File: config.mk
export PLATFORM = sky130hd
export DESIGN_NAME = tfs_top
export DESIGN_NICKNAME = d
export VERILOG_FILES = /design/src/tfs_pkg.sv /design/src/tfs_fmt_table.sv /design/src/tfs_top.sv
export VERILOG_INCLUDE_DIRS = /design/src
export SDC_FILE = /design/constraint.sdc
export NUM_CORES = 1
export LEC_CHECK = 0
export BUFFER_PORTS_ARGS = -buffer_cell sky130_fd_sc_hd__buf_2
export CAP_MARGIN = 20
export CORE_UTILIZATION = 49
export DETAILED_ROUTE_END_ITERATION = 12
export GPL_ROUTABILITY_DRIVEN = 0
export HOLD_SLACK_MARGIN = 0.15
export PLACE_DENSITY = 0.76
export SYNTH_ARGS = -nofsm -noshare
export SYNTH_HDL_FRONTEND = slang
export SYNTH_SLANG_ARGS = --single-unit
File: constraint.sdc
create_clock -name clk_sys_i -period 2.2 [get_ports clk_sys_i]
set_input_delay 0 -clock clk_sys_i [delete_from_list [all_inputs] [get_ports clk_sys_i]]
set_output_delay 0 -clock clk_sys_i [all_outputs]
set_load 0.005 [all_outputs]
File: src/tfs_consts.svh
// Constants for the tape format selector: density codes, format codes, offsets, timing.
`ifndef TFS_CONSTS_SVH
`define TFS_CONSTS_SVH

// Density codes
`define TFS_DEN_HDC 8'h8c
`define TFS_DEN_HD 8'h15
`define TFS_DEN_LDC 8'h90
`define TFS_DEN_LD 8'h14
`define TFS_DEN_DEFAULT 8'h8c
// Write format codes
`define TFS_WTF_HD 3'h0
`define TFS_WTF_LDC 3'h3
`define TFS_WTF_LD 3'h1
`define TFS_WTF_HDC 3'h2
// Command opcodes
`define TFS_OP_READ 8'h08
`define TFS_OP_SPACE 8'h11
`define TFS_OP_WRITE 8'h0a
`define TFS_OP_WFM 8'h10
`define TFS_OP_MSEL 8'h15
// Register byte offsets
`define TFS_REG_CTRL 12'h000
`define TFS_REG_STAT 12'h004
`define TFS_REG_CMD 12'h008
`define TFS_REG_DEN 12'h00c
// Control field positions
`define TFS_CTRL_DCE_BIT 0
`define TFS_CTRL_DDE_BIT 1
// Reset values
`define TFS_CTRL_RST 2'h3
// Handshake timing: one wait state
`define TFS_APB_WAIT 1

`endif

File: src/tfs_pkg.sv
// Types shared by the tape format selector.
`default_nettype none
package tfs_pkg;
    typedef enum logic [1:0] {
        TFS_FMT_HDC = 2'h0,
        TFS_FMT_HD = 2'h1,
        TFS_FMT_LDC = 2'h2,
        TFS_FMT_LD = 2'h3
    } tfs_fmt_e;
    typedef enum logic [2:0] {
        TFS_MARK_NONE = 3'h0,
        TFS_MARK_LFM_BOT = 3'h1,
        TFS_MARK_LFM_EOT = 3'h2,
        TFS_MARK_SM = 3'h3,
        TFS_MARK_EOD = 3'h4
    } tfs_mark_e;
endpackage : tfs_pkg
`default_nettype wire

File: src/tfs_fmt_table.sv
// Small registered lookup from format to density and write-format code.
`default_nettype none
`include "tfs_consts.svh"
module tfs_fmt_table (
    // Clock and reset
    input wire logic clk_sys_i,
    input wire logic rstn_i,
    // Lookup
    input wire tfs_pkg::tfs_fmt_e fmt_i,
    output logic [7:0] density_o,
    output logic [2:0] wtf_o
);
    import tfs_pkg::*;

    logic [7:0] den_d;
    logic [2:0] wtf_d;

    // Table of density codes and format codes
    always_comb begin
        unique case (fmt_i)
            TFS_FMT_HDC: begin den_d = `TFS_DEN_HDC; wtf_d = `TFS_WTF_HDC; end
            TFS_FMT_HD: begin den_d = `TFS_DEN_HD; wtf_d = `TFS_WTF_HD; end
            TFS_FMT_LDC: begin den_d = `TFS_DEN_LDC; wtf_d = `TFS_WTF_LDC; end
            TFS_FMT_LD: begin den_d = `TFS_DEN_LD; wtf_d = `TFS_WTF_LD; end
        endcase
    end

    // Registered read data
    always_ff @(posedge clk_sys_i or negedge rstn_i) begin
        if (!rstn_i) begin
            density_o <= `TFS_DEN_DEFAULT;
            wtf_o <= `TFS_WTF_HDC;
        end else begin
            density_o <= den_d;
            wtf_o <= wtf_d;
        end
    end
endmodule : tfs_fmt_table
`default_nettype wire

File: src/tfs_top.sv
// Tape format selector: density tracking, append legality and write format report.
//
// Functional notes
// - HDC appends: filemark sides, setmark sides, end
// - HD appends: filemark sides and end only
// - LDC appends: end or filemark tape-start side
// - LD appends: blank end or filemark start side
// - HDC append forces density and both compress bits
// - Report write format as 3-bit code
// - Reads of compressed data are decompressed
// - Recorded format detected without host density
// - Leaving start adopts recorded tape's density
// - Adopted density held until unload after write
// - Write at start overwrites in retained format
// - Blank tape unselected uses power-on default
// - Only one recording format per tape
// - Append elsewhere uses recorded format
`default_nettype none
`include "tfs_consts.svh"
module tfs_top (
    // Clock and reset
    input wire logic clk_sys_i,
    input wire logic rstn_i,
    // APB slave
    input wire logic psel_i,
    input wire logic penable_i,
    input wire logic pwrite_i,
    input wire logic [11:0] paddr_i,
    input wire logic [31:0] pwdata_i,
    output logic [31:0] prdata_o,
    output logic pready_o,
    output logic pslverr_o,
    // Tape status pins from the transport
    input wire logic tape_loaded_i,
    input wire logic logical_tape_start_i,
    input wire logic tape_blank_i,
    input wire logic [1:0] recorded_fmt_i,
    input wire logic [2:0] position_mark_i,
    // Drive controls
    output logic [7:0] density_o,
    output logic [2:0] active_write_format_code_o,
    output logic compress_on_write_enable_o,
    output logic decompress_on_read_enable_o,
    output logic write_go_o,
    output logic write_reject_o
);
    import tfs_pkg::*;

    // ************************************************
    // Pin synchronisers
    // ************************************************
    logic [7:0] pin_s1_q;
    logic [7:0] pin_s2_q;
    wire logic [7:0] pin_raw = {tape_loaded_i, logical_tape_start_i, tape_blank_i, recorded_fmt_i, position_mark_i};

    // Two stages for every transport pin; only stage two is read
    // Reset to all zero: unloaded, no mark, so nothing is adopted early
    always_ff @(posedge clk_sys_i or negedge rstn_i) begin
        if (!rstn_i) begin
            pin_s1_q <= 8'h00;
            pin_s2_q <= 8'h00;
        end else begin
            pin_s1_q <= pin_raw;
            pin_s2_q <= pin_s1_q;
        end
    end

    // Stage-two view of the transport; the recorded format field
    // is only meaningful on a written tape, so users below qualify it
    // Limitation: a pin change is seen two edges late by all logic
    wire logic loaded = pin_s2_q[7];
    wire logic at_start = pin_s2_q[6];
    wire logic blank = pin_s2_q[5];
    wire tfs_fmt_e rec_fmt = tfs_fmt_e'(pin_s2_q[4:3]);
    wire tfs_mark_e mark = tfs_mark_e'(pin_s2_q[2:0]);

    // ************************************************
    // Helper functions
    // ************************************************
    // Density code to format; unknown codes give an invalid flag
    // Bit two set means no known format, so a stray code can never
    // be mistaken for the default format
    function automatic logic [2:0] den_to_fmt(input logic [7:0] den);
        logic [2:0] r;
        r = 3'h4;
        if (den == `TFS_DEN_HDC) r = {1'b0, TFS_FMT_HDC};
        if (den == `TFS_DEN_HD) r = {1'b0, TFS_FMT_HD};
        if (den == `TFS_DEN_LDC) r = {1'b0, TFS_FMT_LDC};
        if (den == `TFS_DEN_LD) r = {1'b0, TFS_FMT_LD};
        return r;
    endfunction : den_to_fmt

    // Append legality for each format at a given mark
    // The tape-start side of a long filemark and the end of data are shared by all four;
    // the low-density formats refuse setmarks and the far filemark side
    function automatic logic append_ok(input tfs_fmt_e f, input tfs_mark_e m);
        logic ok;
        ok = 1'b0;
        unique case (f)
            TFS_FMT_HDC: ok = (m != TFS_MARK_NONE);
            TFS_FMT_HD: ok = (m == TFS_MARK_LFM_BOT) || (m == TFS_MARK_LFM_EOT) || (m == TFS_MARK_EOD);
            TFS_FMT_LDC: ok = (m == TFS_MARK_LFM_BOT) || (m == TFS_MARK_EOD);
            TFS_FMT_LD: ok = (m == TFS_MARK_LFM_BOT) || (m == TFS_MARK_EOD);
        endcase
        return ok;
    endfunction : append_ok

    // ************************************************
    // APB slave
    // ************************************************
    // Bus, control and command state
    logic acc_q;
    logic [1:0] ctrl_q;
    logic [7:0] sel_den_q;
    logic sel_valid_q;
    tfs_fmt_e fmt_q;
    logic adopted_q;
    logic locked_q;
    logic reject_q;
    logic go_q;
    logic [7:0] cmd_q;
    logic cmd_pend_q;

    // First access cycle; answering one cycle later keeps the
    // read mux and decode off the ready path
    wire logic acc_start = psel_i && penable_i && !acc_q && !pready_o;
    // Completion edge: second access cycle, ready already shown
    wire logic done = psel_i && penable_i && acc_q;
    wire logic wr = done && pwrite_i;
    // Full address compare; byte lanes are not decoded
    wire logic sel_ctrl = paddr_i == `TFS_REG_CTRL;
    wire logic sel_stat = paddr_i == `TFS_REG_STAT;
    wire logic sel_cmd = paddr_i == `TFS_REG_CMD;
    wire logic sel_den = paddr_i == `TFS_REG_DEN;
    wire logic mapped = sel_ctrl || sel_stat || sel_cmd || sel_den;
    // Density write decoded once here, used by the selection path
    wire logic [2:0] wr_den_fmt = den_to_fmt(pwdata_i[7:0]);

    // Read mux, zero above the used bits
    // Unmapped offsets read as zero as well as raising the error
    wire logic [31:0] rd_mux =
        sel_ctrl ? {30'h0, ctrl_q} :
        sel_stat ? {20'h0, reject_q, locked_q, adopted_q, sel_valid_q, loaded, at_start, blank, fmt_q,
                    active_write_format_code_o} :
        sel_cmd ? {23'h0, cmd_pend_q, cmd_q} :
        sel_den ? {24'h0, density_o} : 32'h0;

    // One wait state: access phase answers on its second cycle
    always_ff @(posedge clk_sys_i or negedge rstn_i) begin
        if (!rstn_i) begin
            acc_q <= 1'b0;
            pready_o <= 1'b0;
            pslverr_o <= 1'b0;
            prdata_o <= 32'h0;
        end else begin
            acc_q <= acc_start;
            pready_o <= acc_start;
            pslverr_o <= acc_start && !mapped;
            prdata_o <= (psel_i && !pwrite_i) ? rd_mux : 32'h0;
        end
    end

    // ************************************************
    // Command decode
    // ************************************************
    wire logic cmd_wr = wr && sel_cmd;
    // Opcode sits in the low byte; upper bits are ignored
    wire logic [7:0] op = pwdata_i[7:0];
    wire logic op_move = cmd_wr && (op == `TFS_OP_READ || op == `TFS_OP_SPACE);
    wire logic op_write = cmd_wr && (op == `TFS_OP_WRITE || op == `TFS_OP_WFM);
    // Density selection only counts at the tape start and before lock
    wire logic op_msel = wr && sel_den && at_start && !wr_den_fmt[2] && !locked_q;
    // Recorded format is only trusted on a written tape
    wire logic written = loaded && !blank;
    // Leaving the start of a written tape adopts its format
    wire logic adopt = op_move && at_start && written && !locked_q;
    // Writes off the start must land on a legal point of the recorded format
    wire logic legal = at_start || blank || append_ok(written ? rec_fmt : fmt_q, mark);
    wire logic write_ok = op_write && legal;

    // Format source priority
    // Unload first, so a stale format cannot outlive the cartridge;
    // then host selection, adoption and append in that order
    wire logic [2:0] sel_fmt = den_to_fmt(sel_den_q);
    tfs_fmt_e fmt_d;
    always_comb begin
        fmt_d = fmt_q;
        if (!loaded) begin
            fmt_d = sel_valid_q ? tfs_fmt_e'(sel_fmt[1:0]) : TFS_FMT_HDC;
        end else if (op_msel) begin
            fmt_d = tfs_fmt_e'(wr_den_fmt[1:0]);
        end else if (adopt) begin
            fmt_d = rec_fmt;
        end else if (write_ok && !at_start && written) begin
            // A refused write leaves the format alone
            fmt_d = rec_fmt;
        end
    end

    // ************************************************
    // Format state
    // ************************************************
    // Format, selection and lock; unload clears the adopted lock
    // The selection itself survives unload, like any other mode setting;
    // the lock does not, so the next cartridge can be reformatted
    always_ff @(posedge clk_sys_i or negedge rstn_i) begin
        if (!rstn_i) begin
            fmt_q <= TFS_FMT_HDC;
            sel_den_q <= `TFS_DEN_DEFAULT;
            sel_valid_q <= 1'b0;
            adopted_q <= 1'b0;
            locked_q <= 1'b0;
        end else begin
            fmt_q <= fmt_d;
            if (op_msel) begin
                sel_den_q <= pwdata_i[7:0];
                sel_valid_q <= 1'b1;
            end
            // Adoption is only remembered while the cartridge stays in
            adopted_q <= loaded && (adopted_q || adopt);
            locked_q <= loaded && (locked_q || (adopted_q && write_ok));
        end
    end

    // Control bits; HDC append overrides both enables
    // Both sources come from the bus at different offsets,
    // so they never meet in one cycle
    logic [1:0] ctrl_d;
    always_comb begin
        ctrl_d = ctrl_q;
        if (wr && sel_ctrl) begin
            ctrl_d = pwdata_i[1:0];
        end
        if (write_ok && !at_start && written && rec_fmt == TFS_FMT_HDC) begin
            ctrl_d = 2'h3;
        end
    end

    // Enables come up set so a fresh drive compresses by default
    always_ff @(posedge clk_sys_i or negedge rstn_i) begin
        if (!rstn_i) begin
            ctrl_q <= `TFS_CTRL_RST;
        end else begin
            ctrl_q <= ctrl_d;
        end
    end

    // Command log and write outcome; reject is sticky, a new legal write clears it
    // Only writes touch the reject flag, so a READ or SPACE in between
    // leaves the last verdict visible to software
    always_ff @(posedge clk_sys_i or negedge rstn_i) begin
        if (!rstn_i) begin
            cmd_q <= 8'h00;
            cmd_pend_q <= 1'b0;
            go_q <= 1'b0;
            reject_q <= 1'b0;
        end else begin
            if (cmd_wr) begin
                cmd_q <= op;
            end
            cmd_pend_q <= cmd_wr;
            go_q <= write_ok;
            if (op_write) begin
                reject_q <= !legal;
            end
        end
    end

    // ************************************************
    // Outputs
    // ************************************************
    // Density and format code come from one registered table, so both
    // outputs always change on the same edge
    tfs_fmt_table u_table (
        .clk_sys_i(clk_sys_i),
        .rstn_i(rstn_i),
        .fmt_i(fmt_q),
        .density_o(density_o),
        .wtf_o(active_write_format_code_o)
    );

    // Decompression follows the recorded data on read or the host bit
    // Compression only applies to the compressed formats, whatever the
    // host bit says; outputs stay one edge behind the state they report
    always_ff @(posedge clk_sys_i or negedge rstn_i) begin
        if (!rstn_i) begin
            compress_on_write_enable_o <= 1'b1;
            decompress_on_read_enable_o <= 1'b1;
            write_go_o <= 1'b0;
            write_reject_o <= 1'b0;
        end else begin
            compress_on_write_enable_o <= ctrl_q[`TFS_CTRL_DCE_BIT] &&
                (fmt_q == TFS_FMT_HDC || fmt_q == TFS_FMT_LDC);
            decompress_on_read_enable_o <= ctrl_q[`TFS_CTRL_DDE_BIT] ||
                (written && (rec_fmt == TFS_FMT_HDC || rec_fmt == TFS_FMT_LDC));
            write_go_o <= go_q;
            write_reject_o <= reject_q;
        end
    end
endmodule : tfs_top
`default_nettype wire

==> results summary, run 1 <==
After clock tree synthesis, the setup repair step added 0 buffers. The initial antenna violation count came out at 0. The worst IR drop on VDD is 0.358 mV. The floorplan core area came out at 0.00561 mm2.

The global-route usage over all layers came out at 20.2%. The tool flagged a number of max-cap violations equal to 0. The half-perimeter wire length after placement is around 3.8 mm. After synthesis, the largest area contributor takes up 48.3% of total cell area. For this design the ratio of total power to cell area is 687 mW/mm2. STA classifies the critical path endpoint as a flip-flop. The final hold violation count came out at 0. Timing would allow up to 488 MHz. The register bit count reported by yosys is 66.

The number of global-route vias before repair was 2,003. The clock buffer count from CTS came out at 9. The worst-skew pair later-pin latency came out at 0.34 ns. The commonest cells after synthesis are 56 x sky130_fd_sc_hd__dfrtp_1, 32 x sky130_fd_sc_hd__nand2_1, 25 x sky130_fd_sc_hd__buf_4, 20 x sky130_fd_sc_hd__nor2_1, 10 x sky130_fd_sc_hd__dfstp_2. The count of placed standard cells in the final layout, fillers left out is approximately 420.

The worst endpoint data arrival time came out at 2.27 ns. The wire length after detailed routing is ~5.5 mm. STA classifies the critical path startpoint as an input pin. The total placed cells including tap cells came out at 380. The number of ports placed on the die boundary came out at ~110.

The number of filler instances in the final layout came out at 441. The first global-routing pass estimated 9.37 mm of wire. The required time of the critical path is around 2.4 ns. Counting every sink on the clock net gives 66. The area added between synthesis and finish is 25.1%. The most numerous cell in the Yosys netlist is sky130_fd_sc_hd__dfrtp_1. The TritonCTS clock tree is built.

The detailed router placed 2,066 vias in this run. The tightest hold path in the finished design has a slack of 0.166 ns. The share of post-route cells with drive strength above 1 came out at 32.0%. The initial utilization of the core area, before any placement, comes to 51.7%. The fraction of synthesis flops using an asynchronous set or reset pin came out at 100%. The transition time at the pin with the least slew margin came out at around 0.7 ns. The headroom to the max-slew limit is 53.3%.

The average instance area after synthesis is between 10 and 15 um2. Summed over all instances, the cell type with the most area after synthesis is sky130_fd_sc_hd__dfrtp_1. The path class of the tightest hold or removal check is input pin to flip-flop.

The sequential area share after synthesis is 57.4%. The number of nets in the layout came out at 397. The DRC violations left is 0.

The length of the first detailed-routing pass in iterations came out at 5. The final global-route overflow total came out at 0. In the final routed layout, each cell accounts on average for approximately 13 um.

The width of the chip came out at 78.9 um. The setup TNS came out at 0 ns. The clock tree synthesis step divided the H-tree into 3 levels. The max-slew violation count was 0. The buffer levels on the longest clock path is 2. The number of diodes added for antenna fixing came out at 0.

The via-per-instance ratio is 4.97. Setup repair after global routing left no endpoint under its margin. The maximum number of pins on one net before global-route repair is 36. The count of nets left with antenna violations once routing finished came out at 0.

The maximum clock skew at final layout came out at 0.00921 ns. The leakage power figure came out at 1.78 nW. The area of the mapped netlist is 0.00290 mm2. The count of flip-flops with a built-in enable after synthesis is 0. The floorplan has 27 rows. The critical path is of the input pin to flip-flop type. The yosys synthesis warning count is 0. The number of input and output port buffers inserted is between 50 and 60. The number of different library cells used by synthesis comes to 48. The final critical path takes up slightly above 90% of the cycle. The count of routing violations after the opening detailed-route iteration is ~130.

The final-report setup violation count came out at 0. The synthesized netlist cell count came out at 252. The flow ran to the end, and the final reports show no timing, DRC or antenna violations.

By area the synthesized netlist is led by sky130_fd_sc_hd__dfrtp_1 48%, sky130_fd_sc_hd__dfstp_2 9.1%, sky130_fd_sc_hd__buf_4 6.5%. The die covers about 0.0062 mm2. In the synthesized netlist the dominant register cell turns out to be sky130_fd_sc_hd__dfrtp_1. The minimum clock period after layout is approximately 2.0 ns.

The vertical die dimension came out at 78.9 um. The root buffer cell is sky130_fd_sc_hd__clkbuf_8. The CTS clock-pin slew for the worst setup and hold paths came out at 0.07 ns. The largest driver fanout on the critical path came out at 7.
cell type report:
class / count / area (um2) / area share (%)
Inverter: 6 / 22.5 / 0.621
Clock buffer: 13 / 169 / 4.66
Multi-Input combinational cell: 172 / 1090 / 30.0
Timing Repair Buffer: 85 / 561 / 15.4
Tap cell: 72 / 90.1 / 2.48
Clock inverter: 2 / 35.0 / 0.966
Sequential cell: 66 / 1660 / 45.9
sequential cells by signal, indices dropped and copies added (netlist names):
| register | count |
|---|---|
| fmt_q | 2 |
| prdata_o | 12 |
| ctrl_q | 2 |
| pin_s2_q | 8 |
| sel_den_q | 8 |
| cmd_pend_q | 1 |
| compress_on_write_enable_o | 1 |
| write_go_o | 1 |
| cmd_q | 8 |
| u_table.wtf_o | 2 |
| sel_valid_q | 1 |
| decompress_on_read_enable_o | 1 |
| reject_q | 1 |
| pslverr_o | 1 |
| adopted_q | 1 |
| acc_q | 1 |
| write_reject_o | 1 |
| pin_s1_q | 8 |
| locked_q | 1 |
| go_q | 1 |
| u_table.density_o | 4 |
worst paths after layout:
path	startpoint	endpoint	slack [ns]	depth (start not counted)
setup / recovery	pwdata_i[0]	fmt_q[0]	0.15	7
hold / removal	paddr_i[10]	reject_q	0.17	6
setup reg to reg	acc_q	fmt_q[0]	0.29	6
hold reg to reg	pin_s1_q[4]	pin_s2_q[4]	0.35	0
max in group asynchronous	rstn_i	u_table.density_o[3]	1.27	3
min in group asynchronous	rstn_i	prdata_o[11]	0.24	2
power by group:
part	internal (mW)	total [mW]	switching, mW	leakage [nW]
sequential	1.25	1.26	0.0158	0.840
clock	0.608	1.02	0.412	0.106
combinational	0.0973	0.212	0.114	0.835
cell usage in the layout, fill, tap and decap left out, drive strengths merged, types with 2 or more instances in the layout:
cell type / synthesis / routed
nor2b: 9 / 9
clkinv: 1 / 2
nand2b: 3 / 3
nor3: 5 / 5
and2b: 3 / 3
and4bb: 2 / 2
nor3b: 3 / 3
a22oi: 3 / 3
nor2: 20 / 20
dfrtp: 56 / 56
dfstp: 10 / 10
o21a: 2 / 2
nor4: 9 / 9
or4: 3 / 3
or2: 3 / 3
nand2: 33 / 33
a2111oi: 3 / 3
conb: 1 / 24
buf: 28 / 64
mux2i: 9 / 9
nand3: 4 / 4
mux2: 4 / 4
dlygate4sd3: 0 / 21
and3b: 3 / 3
inv: 5 / 5
clkbuf: 3 / 13
a2bb2oi: 2 / 2
a31oi: 2 / 2
nand3b: 2 / 2
a21oi: 6 / 6
and2: 3 / 3
o21ai: 3 / 3
metrics by stage:
| step | power, mW | area [um2] | setup WS (ns) | utilization, % |
|---|---|---|---|---|
| floorplan | 1.39 | 2990 | 0.401 | - |
| global placement | 1.46 | 3210 | 0.326 | 57.3 |
| detailed placement | 1.47 | 3210 | 0.325 | 57.3 |
| CTS | 2.52 | 3630 | 0.178 | 64.7 |
| global route | 2.60 | 3630 | 0.0321 | 64.7 |
| finish | 2.49 | 3630 | 0.150 | 64.7 |
worst max-delay path, cell delays in order:
cell and delay (ns):
sky130_fd_sc_hd__dlygate4sd3_1 0.54, sky130_fd_sc_hd__buf_2 0.18, sky130_fd_sc_hd__or4_1 0.56, sky130_fd_sc_hd__nor4_1 0.44, sky130_fd_sc_hd__a31oi_1 0.22, sky130_fd_sc_hd__o21ai_0 0.25, sky130_fd_sc_hd__a2bb2oi_2 0.08
layer usage:
layer / wire length [um] / GRT usage [%] / up-vias
li1: - / - / 990
met1: 2380 / 25.3 / 948
met2: 2590 / 32.3 / 110
met3: 395 / 5.52 / 18
met4: 129 / 9.45 / 0
met5: 0 / 0 / -
logic make-up after synthesis:
group,after synthesis,synth area share [%]
AOI/OAI and AO/OA,24,6.82
xor gates and xnor gates,2,0.604
buffers and inverters,37,8.11
DFF,66,57.4
muxes,13,5.18
other,1,0.129
and+or+nand+nor,109,21.8
what timing repair did:
item                      4_1_cts  5_1_grt
hold endpoints to repair       60        0
hold buffers                   21        0
gates resized for setup         0        0
Power figures use the tool's default switching activity.
==> run 2: changes to the inputs <==
==> constraint.sdc (replaced) <==
create_clock -name clk_sys_i -period 2.2 [get_ports clk_sys_i]
set_input_delay 0.11 -clock clk_sys_i [delete_from_list [all_inputs] [get_ports clk_sys_i]]
set_output_delay 0.11 -clock clk_sys_i [all_outputs]
set_load 0.005 [all_outputs]
==> run 2 against run 1 <==
Against the previous run: clock power barely moved; sequential power barely moved; worst setup slack got worse by 0.0016 ns; via count fell by 2.3%; worst hold slack improved by 0.0085 ns; largest power group unchanged.
==> results summary, run 2 (synthesized netlist as in run 1, its figures left out) <==
The final critical-path share of the clock period is 93.2% (about the same). The maximum clock skew at final layout came out at 0.00725 ns (was 0.00921 ns). The met2 usage in global routing came out at 32.7% (was 32.3%). The DRC violations left is 0 (unchanged). The kind of end point of the critical path is a flip-flop (unchanged). The H-tree depth reported by CTS is 3 (unchanged). The number of flip-flops under the largest register name is 12 (unchanged). The worst IR drop on VDD came out at 0.327 mV (was 0.358 mV). The wire length of the first global-routing pass is 9.45 mm (was 9.37 mm). The vertical die dimension is 78.9 um (unchanged). The count of buffers added by post-CTS timing repair for setup was 0 (unchanged). The sequential cell fraction of total power came out at 51.0% (was 50.6%). Most used cells in the layout excluding fill and tap cells: 57 x sky130_fd_sc_hd__buf_2, 56 x sky130_fd_sc_hd__dfrtp_1, 32 x sky130_fd_sc_hd__nand2_1 (unchanged).

The origin of the critical flop-to-flop path is acc_q (unchanged). The power share of the combinational group was 8.4% (was 8.5%). The final hold violation count came out at 0 (unchanged). The buffer levels on the longest clock path came out at 2 (unchanged). The overall via count from detail_route is 2,019 (was 2,066).

The minimum clock period after layout came out at 2.05 ns (about the same). The number of global-route vias before repair was 2,025 (was 2,003). The width of the chip came out at 78.9 um (unchanged). The number of nets in the layout was 396 (was 397).

The met3 demand-to-capacity share in global routing is 6.55% (was 5.52%). The minimum setup slack after placement is 0.259 ns (was 0.325 ns). The most common cell after layout, fill and taps aside was sky130_fd_sc_hd__buf_2 (unchanged). The largest driver fanout on the critical path is 7 (unchanged).

The setup slack after layout is 0.149 ns (was 0.150 ns). The proportion of power drawn by the clock network came to 40.6% (was 40.9%). The worst hold endpoint was prdata_o[0] (was reject_q). The leakage power figure came out at 1.77 nW (was 1.78 nW). The number of ports placed on the die boundary is 106 (unchanged).

The worst-skew pair later-pin latency came out at 0.34 ns (about the same). The max-slew violation count was 0 (unchanged). The startpoint type of the worst setup path is an input pin (unchanged). The CTS clock-pin slew for the worst setup and hold paths came out at 0.07 ns (about the same). The end-of-flow core utilization came out at 64.3% (was 64.7%). Outcome: finished clean (unchanged). The cell-internal power is 1.92 mW (was 1.95 mW). The worst endpoint data arrival time is 2.28 ns (was 2.27 ns).

The highest achievable clock rate was 487 MHz (was 488 MHz). The global routing met1 resource utilization came out at 25.4% (was 25.3%). The initial cell density of the core is 51.7% (unchanged). The count of placed standard cells in the final layout, fillers left out was 416 (unchanged). The final global-route overflow total is 0 (unchanged). The half-perimeter wire length after placement came out at 3.93 mm (was 3.84 mm). The root buffer cell is sky130_fd_sc_hd__clkbuf_8 (unchanged). The total placed cells including tap cells came out at 381 (was 380). The share of post-route cells with drive strength above 1 came out at 32.6% (was 32.0%). The switching power total is 0.551 mW (was 0.542 mW). The number of diodes added for antenna fixing is 0 (unchanged). The area added between synthesis and finish is 24.3% (was 25.1%). The initial antenna violation count is 0 (unchanged). The global-route usage over all layers came out at 20.7% (was 20.2%).

The hold path startpoint is paddr_i[2] (was paddr_i[10]). The transition time at the pin with the least slew margin came out at 0.785 ns (was 0.701 ns). The count of routing violations after the opening detailed-route iteration came out at 117 (was 126).

The type of the worst setup path is input pin to flip-flop (unchanged). The via-per-instance ratio was 4.85 (was 4.97). The busiest layer in global routing is met2 (unchanged). The clock buffer count from CTS came out at 9 (unchanged). The register ranked first by flip-flop count is prdata_o (unchanged).

The remaining antenna violation count after routing is 0 (unchanged). The reported max-cap violation count is 0 (unchanged). The TritonCTS clock tree is built (unchanged). The final-report setup violation count came out at 0 (unchanged). The wire length after detailed routing came out at 5.58 mm (was 5.49 mm). The endpoint of the worst-slack reg-to-reg timing path was fmt_q[0] (unchanged). The floorplan core area came out at 0.00561 mm2 (unchanged). The cell area power density is 686 mW/mm2 (was 687 mW/mm2). The required time of the critical path came out at 2.43 ns (was 2.42 ns). RSZ-0062 raised after global routing: no (unchanged).

The headroom to the max-slew limit came to 47.7% (was 53.3%). The setup TNS is 0 ns (unchanged). The number of filler instances in the final layout was 455 (was 441). The length in cells of the worst reg-to-reg path is 6 (unchanged). The number of cells on the worst hold path is 3 (was 6). The maximum number of pins on one net before global-route repair was 67 (was 36). The die area was 0.00623 mm2 (unchanged). The number of input and output port buffers inserted came to 57 (unchanged).

The register-to-register setup slack is 0.33 ns (was 0.29 ns). The cell row count came out at 27 (unchanged). The final hold slack is 0.175 ns (was 0.166 ns).

The number of sinks handled by clock tree synthesis is 66 (unchanged). The worst hold path class is input pin to flip-flop (unchanged). The average wire length per cell after detail routing is 13.4 um (was 13.2 um). The proportion of total power due to net switching is 22.3% (was 21.7%). The length of the first detailed-routing pass in iterations is 4 (was 5).
-- run 2: cell count changes in the layout (fill, tap and decap cells not counted), sizes merged --
cell         before  now
buf              64   65
dlygate4sd3      21   19
clkinv            2    3
-- run 2: area by class of cell --
| class | count | area [um2] | share of cell area (%) |
|---|---|---|---|
| sequential | 66 | 1660 | 46.2 |
| multi-input combinational | 172 | 1090 | 30.3 |
| timing repair buffer | 84 | 536 | 14.9 |
| clock buffer | 13 | 159 | 4.41 |
| tap | 72 | 90.1 | 2.50 |
| clock inverter | 3 | 40.0 | 1.11 |
| inverter | 6 | 22.5 | 0.625 |
-- run 2: power groups by stage --
stage	registers [mW]	logic [mW]	clock network, mW
floorplan	1.28	0.110	0
detailed placement	1.28	0.181	0
global placement	1.28	0.178	0
global route	1.26	0.231	1.10
finish	1.26	0.207	1.00
CTS	1.26	0.207	1.03
-- run 2: routing by layer --
metal	share of wire [%]	vias up
met1	44	942
met5	0	-
met4	2.4	0
met2	49	76
li1	-	990
met3	5.2	11
-- run 2: worst max-delay path, stage by stage --
cell and delay [ns]:
sky130_fd_sc_hd__dlygate4sd3_1 0.54, sky130_fd_sc_hd__buf_2 0.17, sky130_fd_sc_hd__or4_1 0.58, sky130_fd_sc_hd__nor4_2 0.36
sky130_fd_sc_hd__a31oi_1 0.19, sky130_fd_sc_hd__o21ai_0 0.25, sky130_fd_sc_hd__a2bb2oi_2 0.08
-- run 2: timing repair --
item,4_1_cts,5_1_grt
resized for setup,0,1
endpoints found under the setup margin,0,2
hold buffers,19,0
hold endpoints to repair,80,0
-- run 2: worst max-delay path by stage --
stage | slack, ns | from | cells after the start | endpoint
CTS | 0.07 | pwdata_i[0] | 7 | fmt_q[0]
finish | 0.15 | pwdata_i[0] | 7 | fmt_q[0]
floorplan | 0.40 | acc_q | 5 | sel_den_q[0]
global route | 0.05 | pwdata_i[0] | 7 | fmt_q[0]
detailed placement | 0.26 | paddr_i[7] | 7 | fmt_q[0]
global placement | 0.29 | pwdata_i[0] | 6 | fmt_q[0]
-- run 2: stage by stage --
step / instance area, um2 / power [mW]
after floorplan: 2990 / 1.39
after global placement: 3210 / 1.46
after detailed placement: 3210 / 1.46
after CTS: 3600 / 2.50
after global routing: 3600 / 2.60
final: 3600 / 2.47
==> run 3: changes to the inputs <==
- CTS_BUF_LIST: default -> sky130_fd_sc_hd__clkbuf_16
==> run 3 against run 2 <==
Against the previous run: core utilization increased by 1.5 points; worst hold slack better by 0.022 ns; clock-buffer cell count fell by 4; global-route usage is 0.075 points lower; worst setup slack worse by 0.031 ns; first-iteration DRC count fell by 14%; flip-flop and latch count unchanged; wire length is 0.66% higher; register-to-register slack barely moved; critical path type unchanged.
==> results summary, run 3 (synthesized netlist as in run 1, its figures left out) <==
The count of buffers added by post-CTS timing repair for setup came out at 0 (unchanged). Most used cells in the layout excluding fill and tap cells: 57 x sky130_fd_sc_hd__buf_2, 56 x sky130_fd_sc_hd__dfrtp_1, 32 x sky130_fd_sc_hd__nand2_1 (unchanged). The minimum clock period after layout is 2.08 ns (was 2.05 ns). The setup slack after layout is 0.118 ns (was 0.149 ns).

The maximum single-stage delay on the critical path is 0.58 ns (about the same). The startpoint type of the worst setup path was an input pin (unchanged). The max-slew violation count is 0 (unchanged). The die area is 0.00623 mm2 (unchanged). The sequential cell fraction of total power came to 45.4% (was 51.0%). The vertical die dimension is 78.9 um (unchanged). The floorplan core area is 0.00561 mm2 (unchanged). The cell area after placement came to 0.00321 mm2 (unchanged). The length of the first detailed-routing pass in iterations is 4 (unchanged). The remaining antenna violation count after routing came out at 0 (unchanged). The number of ports placed on the die boundary came to 106 (unchanged). The worst-skew pair later-pin latency came out at 0.32 ns (was 0.34 ns). The register ranked first by flip-flop count is prdata_o (unchanged). The via-per-instance ratio is 4.91 (was 4.85).

The highest achievable clock rate was 480 MHz (was 487 MHz). The cell-internal power is 2.20 mW (was 1.92 mW). The kind of end point of the critical path was a flip-flop (unchanged). The maximum clock skew at final layout came to 0.00622 ns (was 0.00725 ns). The power share of the combinational group is 7.4% (was 8.4%). The cell row count is 27 (unchanged). The width of the chip is 78.9 um (unchanged). The CTS clock-pin slew for the worst setup and hold paths is 0.05 ns (was 0.07 ns). The half-perimeter wire length after placement came out at 3.93 mm (unchanged).

The worst hold path class was input pin to flip-flop (unchanged). The final global-route overflow total is 0 (unchanged). The DRC violations left came out at 0 (unchanged). The H-tree depth reported by CTS is 3 (unchanged). The type of the worst setup path was input pin to flip-flop (unchanged).

The setup TNS came out at 0 ns (unchanged). The required time of the critical path is 2.41 ns (was 2.43 ns). The reported max-cap violation count is 0 (unchanged). The overall via count from detail_route was 2,041 (was 2,019). RSZ-0062 raised after global routing: no (unchanged). The TritonCTS clock tree is built (unchanged).

The wire length of the first global-routing pass is 9.50 mm (was 9.45 mm). The transition time at the pin with the least slew margin came out at 0.781 ns (was 0.785 ns). The wire length after detailed routing came out at 5.62 mm (was 5.58 mm).

The count of routing violations after the opening detailed-route iteration is 101 (was 117). The largest driver fanout on the critical path is 7 (unchanged). The proportion of total power due to net switching came out at 21.1% (was 22.3%). The number of filler instances in the final layout is 437 (was 455). The global-route usage over all layers came out at 20.6% (was 20.7%). The maximum number of pins on one net before global-route repair is 67 (unchanged).

Outcome: finished clean (unchanged). The worst IR drop on VDD came out at 0.396 mV (was 0.327 mV). The switching power total is 0.589 mW (was 0.551 mW). The cell area power density came out at 756 mW/mm2 (was 686 mW/mm2). The area taken by multi-input logic gates was 0.00109 mm2 (unchanged). The number of nets in the layout came out at 396 (unchanged).

The area added between synthesis and finish was 27.1% (was 24.3%). The initial cell density of the core came out at 51.7% (unchanged). The root buffer cell is sky130_fd_sc_hd__clkbuf_16 (was sky130_fd_sc_hd__clkbuf_8). The average wire length per cell after detail routing was 13.5 um (was 13.4 um). The number of flip-flops under the largest register name was 12 (unchanged). The initial antenna violation count is 0 (unchanged).

The final hold violation count came to 0 (unchanged). The area of all placed cells without fillers came out at 0.00369 mm2 (was 0.00360 mm2). The end-of-flow core utilization is 65.7% (was 64.3%).

The register-to-register setup slack came out at 0.33 ns (about the same). The number of diodes added for antenna fixing came to 0 (unchanged). The leakage power figure came out at 1.81 nW (was 1.77 nW). Ordered cell list for the critical path: dlygate4sd3_1 -> buf_2 -> or4_1 -> nor4_2 -> a31oi_1 -> o21ai_0 -> a2bb2oi_2 (unchanged). The number of global-route vias before repair is 2,021 (was 2,025).

The proportion of power drawn by the clock network is 47.1% (was 40.6%). The final critical-path share of the clock period came out at 94.7% (was 93.2%). The number of sinks handled by clock tree synthesis came out at 66 (unchanged).

The final-report setup violation count is 0 (unchanged). The clock buffer count from CTS is 9 (unchanged). The share of post-route cells with drive strength above 1 is 32.0% (was 32.6%). The total area of sequential cells came out at 0.00166 mm2 (unchanged).

The most common cell after layout, fill and taps aside is sky130_fd_sc_hd__buf_2 (unchanged). The worst endpoint data arrival time came out at 2.29 ns (was 2.28 ns). The buffer levels on the longest clock path is 2 (unchanged). The minimum setup slack after placement came out at 0.259 ns (unchanged). The standard cell with the maximum stage delay on the critical path is sky130_fd_sc_hd__or4_1 (unchanged). The headroom to the max-slew limit came out at 47.9% (was 47.7%).

The number of input and output port buffers inserted came out at 57 (unchanged).
run 3: repair_timing:
| item | in CTS | in global routing |
|---|---|---|
| endpoints found under the setup margin | 0 | 2 |
| endpoints found under the hold margin | 79 | 0 |
| hold buffers | 19 | 0 |
| gates resized for setup | 0 | 1 |
run 3: layout make-up:
class | instances | area share [%]
flip-flops and latches | 66 | 45.1
multi-input cells | 172 | 29.7
repair buffers | 84 | 14.5
clock buffers | 9 | 6.11
well taps | 72 | 2.44
clock inverters | 7 | 1.49
inverters | 6 | 0.611
run 3: power groups by stage:
stage	clock (mW)	sequential, mW	combinational, mW
2_1_floorplan	0	1.28	0.110
3_3_place_gp	0	1.28	0.178
3_5_place_dp	0	1.28	0.181
4_1_cts	1.34	1.26	0.207
5_1_grt	1.40	1.27	0.231
6_report	1.31	1.26	0.207
run 3: worst max-delay path, delay by kind of cell:
family,cells,cell delay (ns)
AO/OA/AOI/OAI,3,0.52
AND/OR/NAND/NOR,2,0.94
buffers and inverters,2,0.72
run 3: path summary, 6_finish.rpt:
path                             startpoint      endpoint  cells past startpoint
worst max-delay path            pwdata_i[0]      fmt_q[0]                      7
worst min-delay path             paddr_i[2]   prdata_o[0]                      3
worst max register to register        acc_q      fmt_q[0]                      6
worst min register to register  pin_s1_q[4]   pin_s2_q[4]                      0
max in group asynchronous            rstn_i  sel_den_q[0]                      3
min in group asynchronous            rstn_i         acc_q                      3
run 3: per-layer routing:
layer | routed length, um | global-route usage, %
met4 | 98 | 10.5
met3 | 295 | 4.83
met2 | 2740 | 33.5
met5 | 0 | 0
met1 | 2490 | 25.8
run 3: stage by stage:
stage,std cells,power (mW),hold slack (ns)
4_1_cts,416,2.82,0.188
6_report,416,2.78,0.197
3_3_place_gp,381,1.46,0.218
3_5_place_dp,381,1.46,0.219
5_1_grt,416,2.90,0.213
2_1_floorplan,275,1.39,-0.186
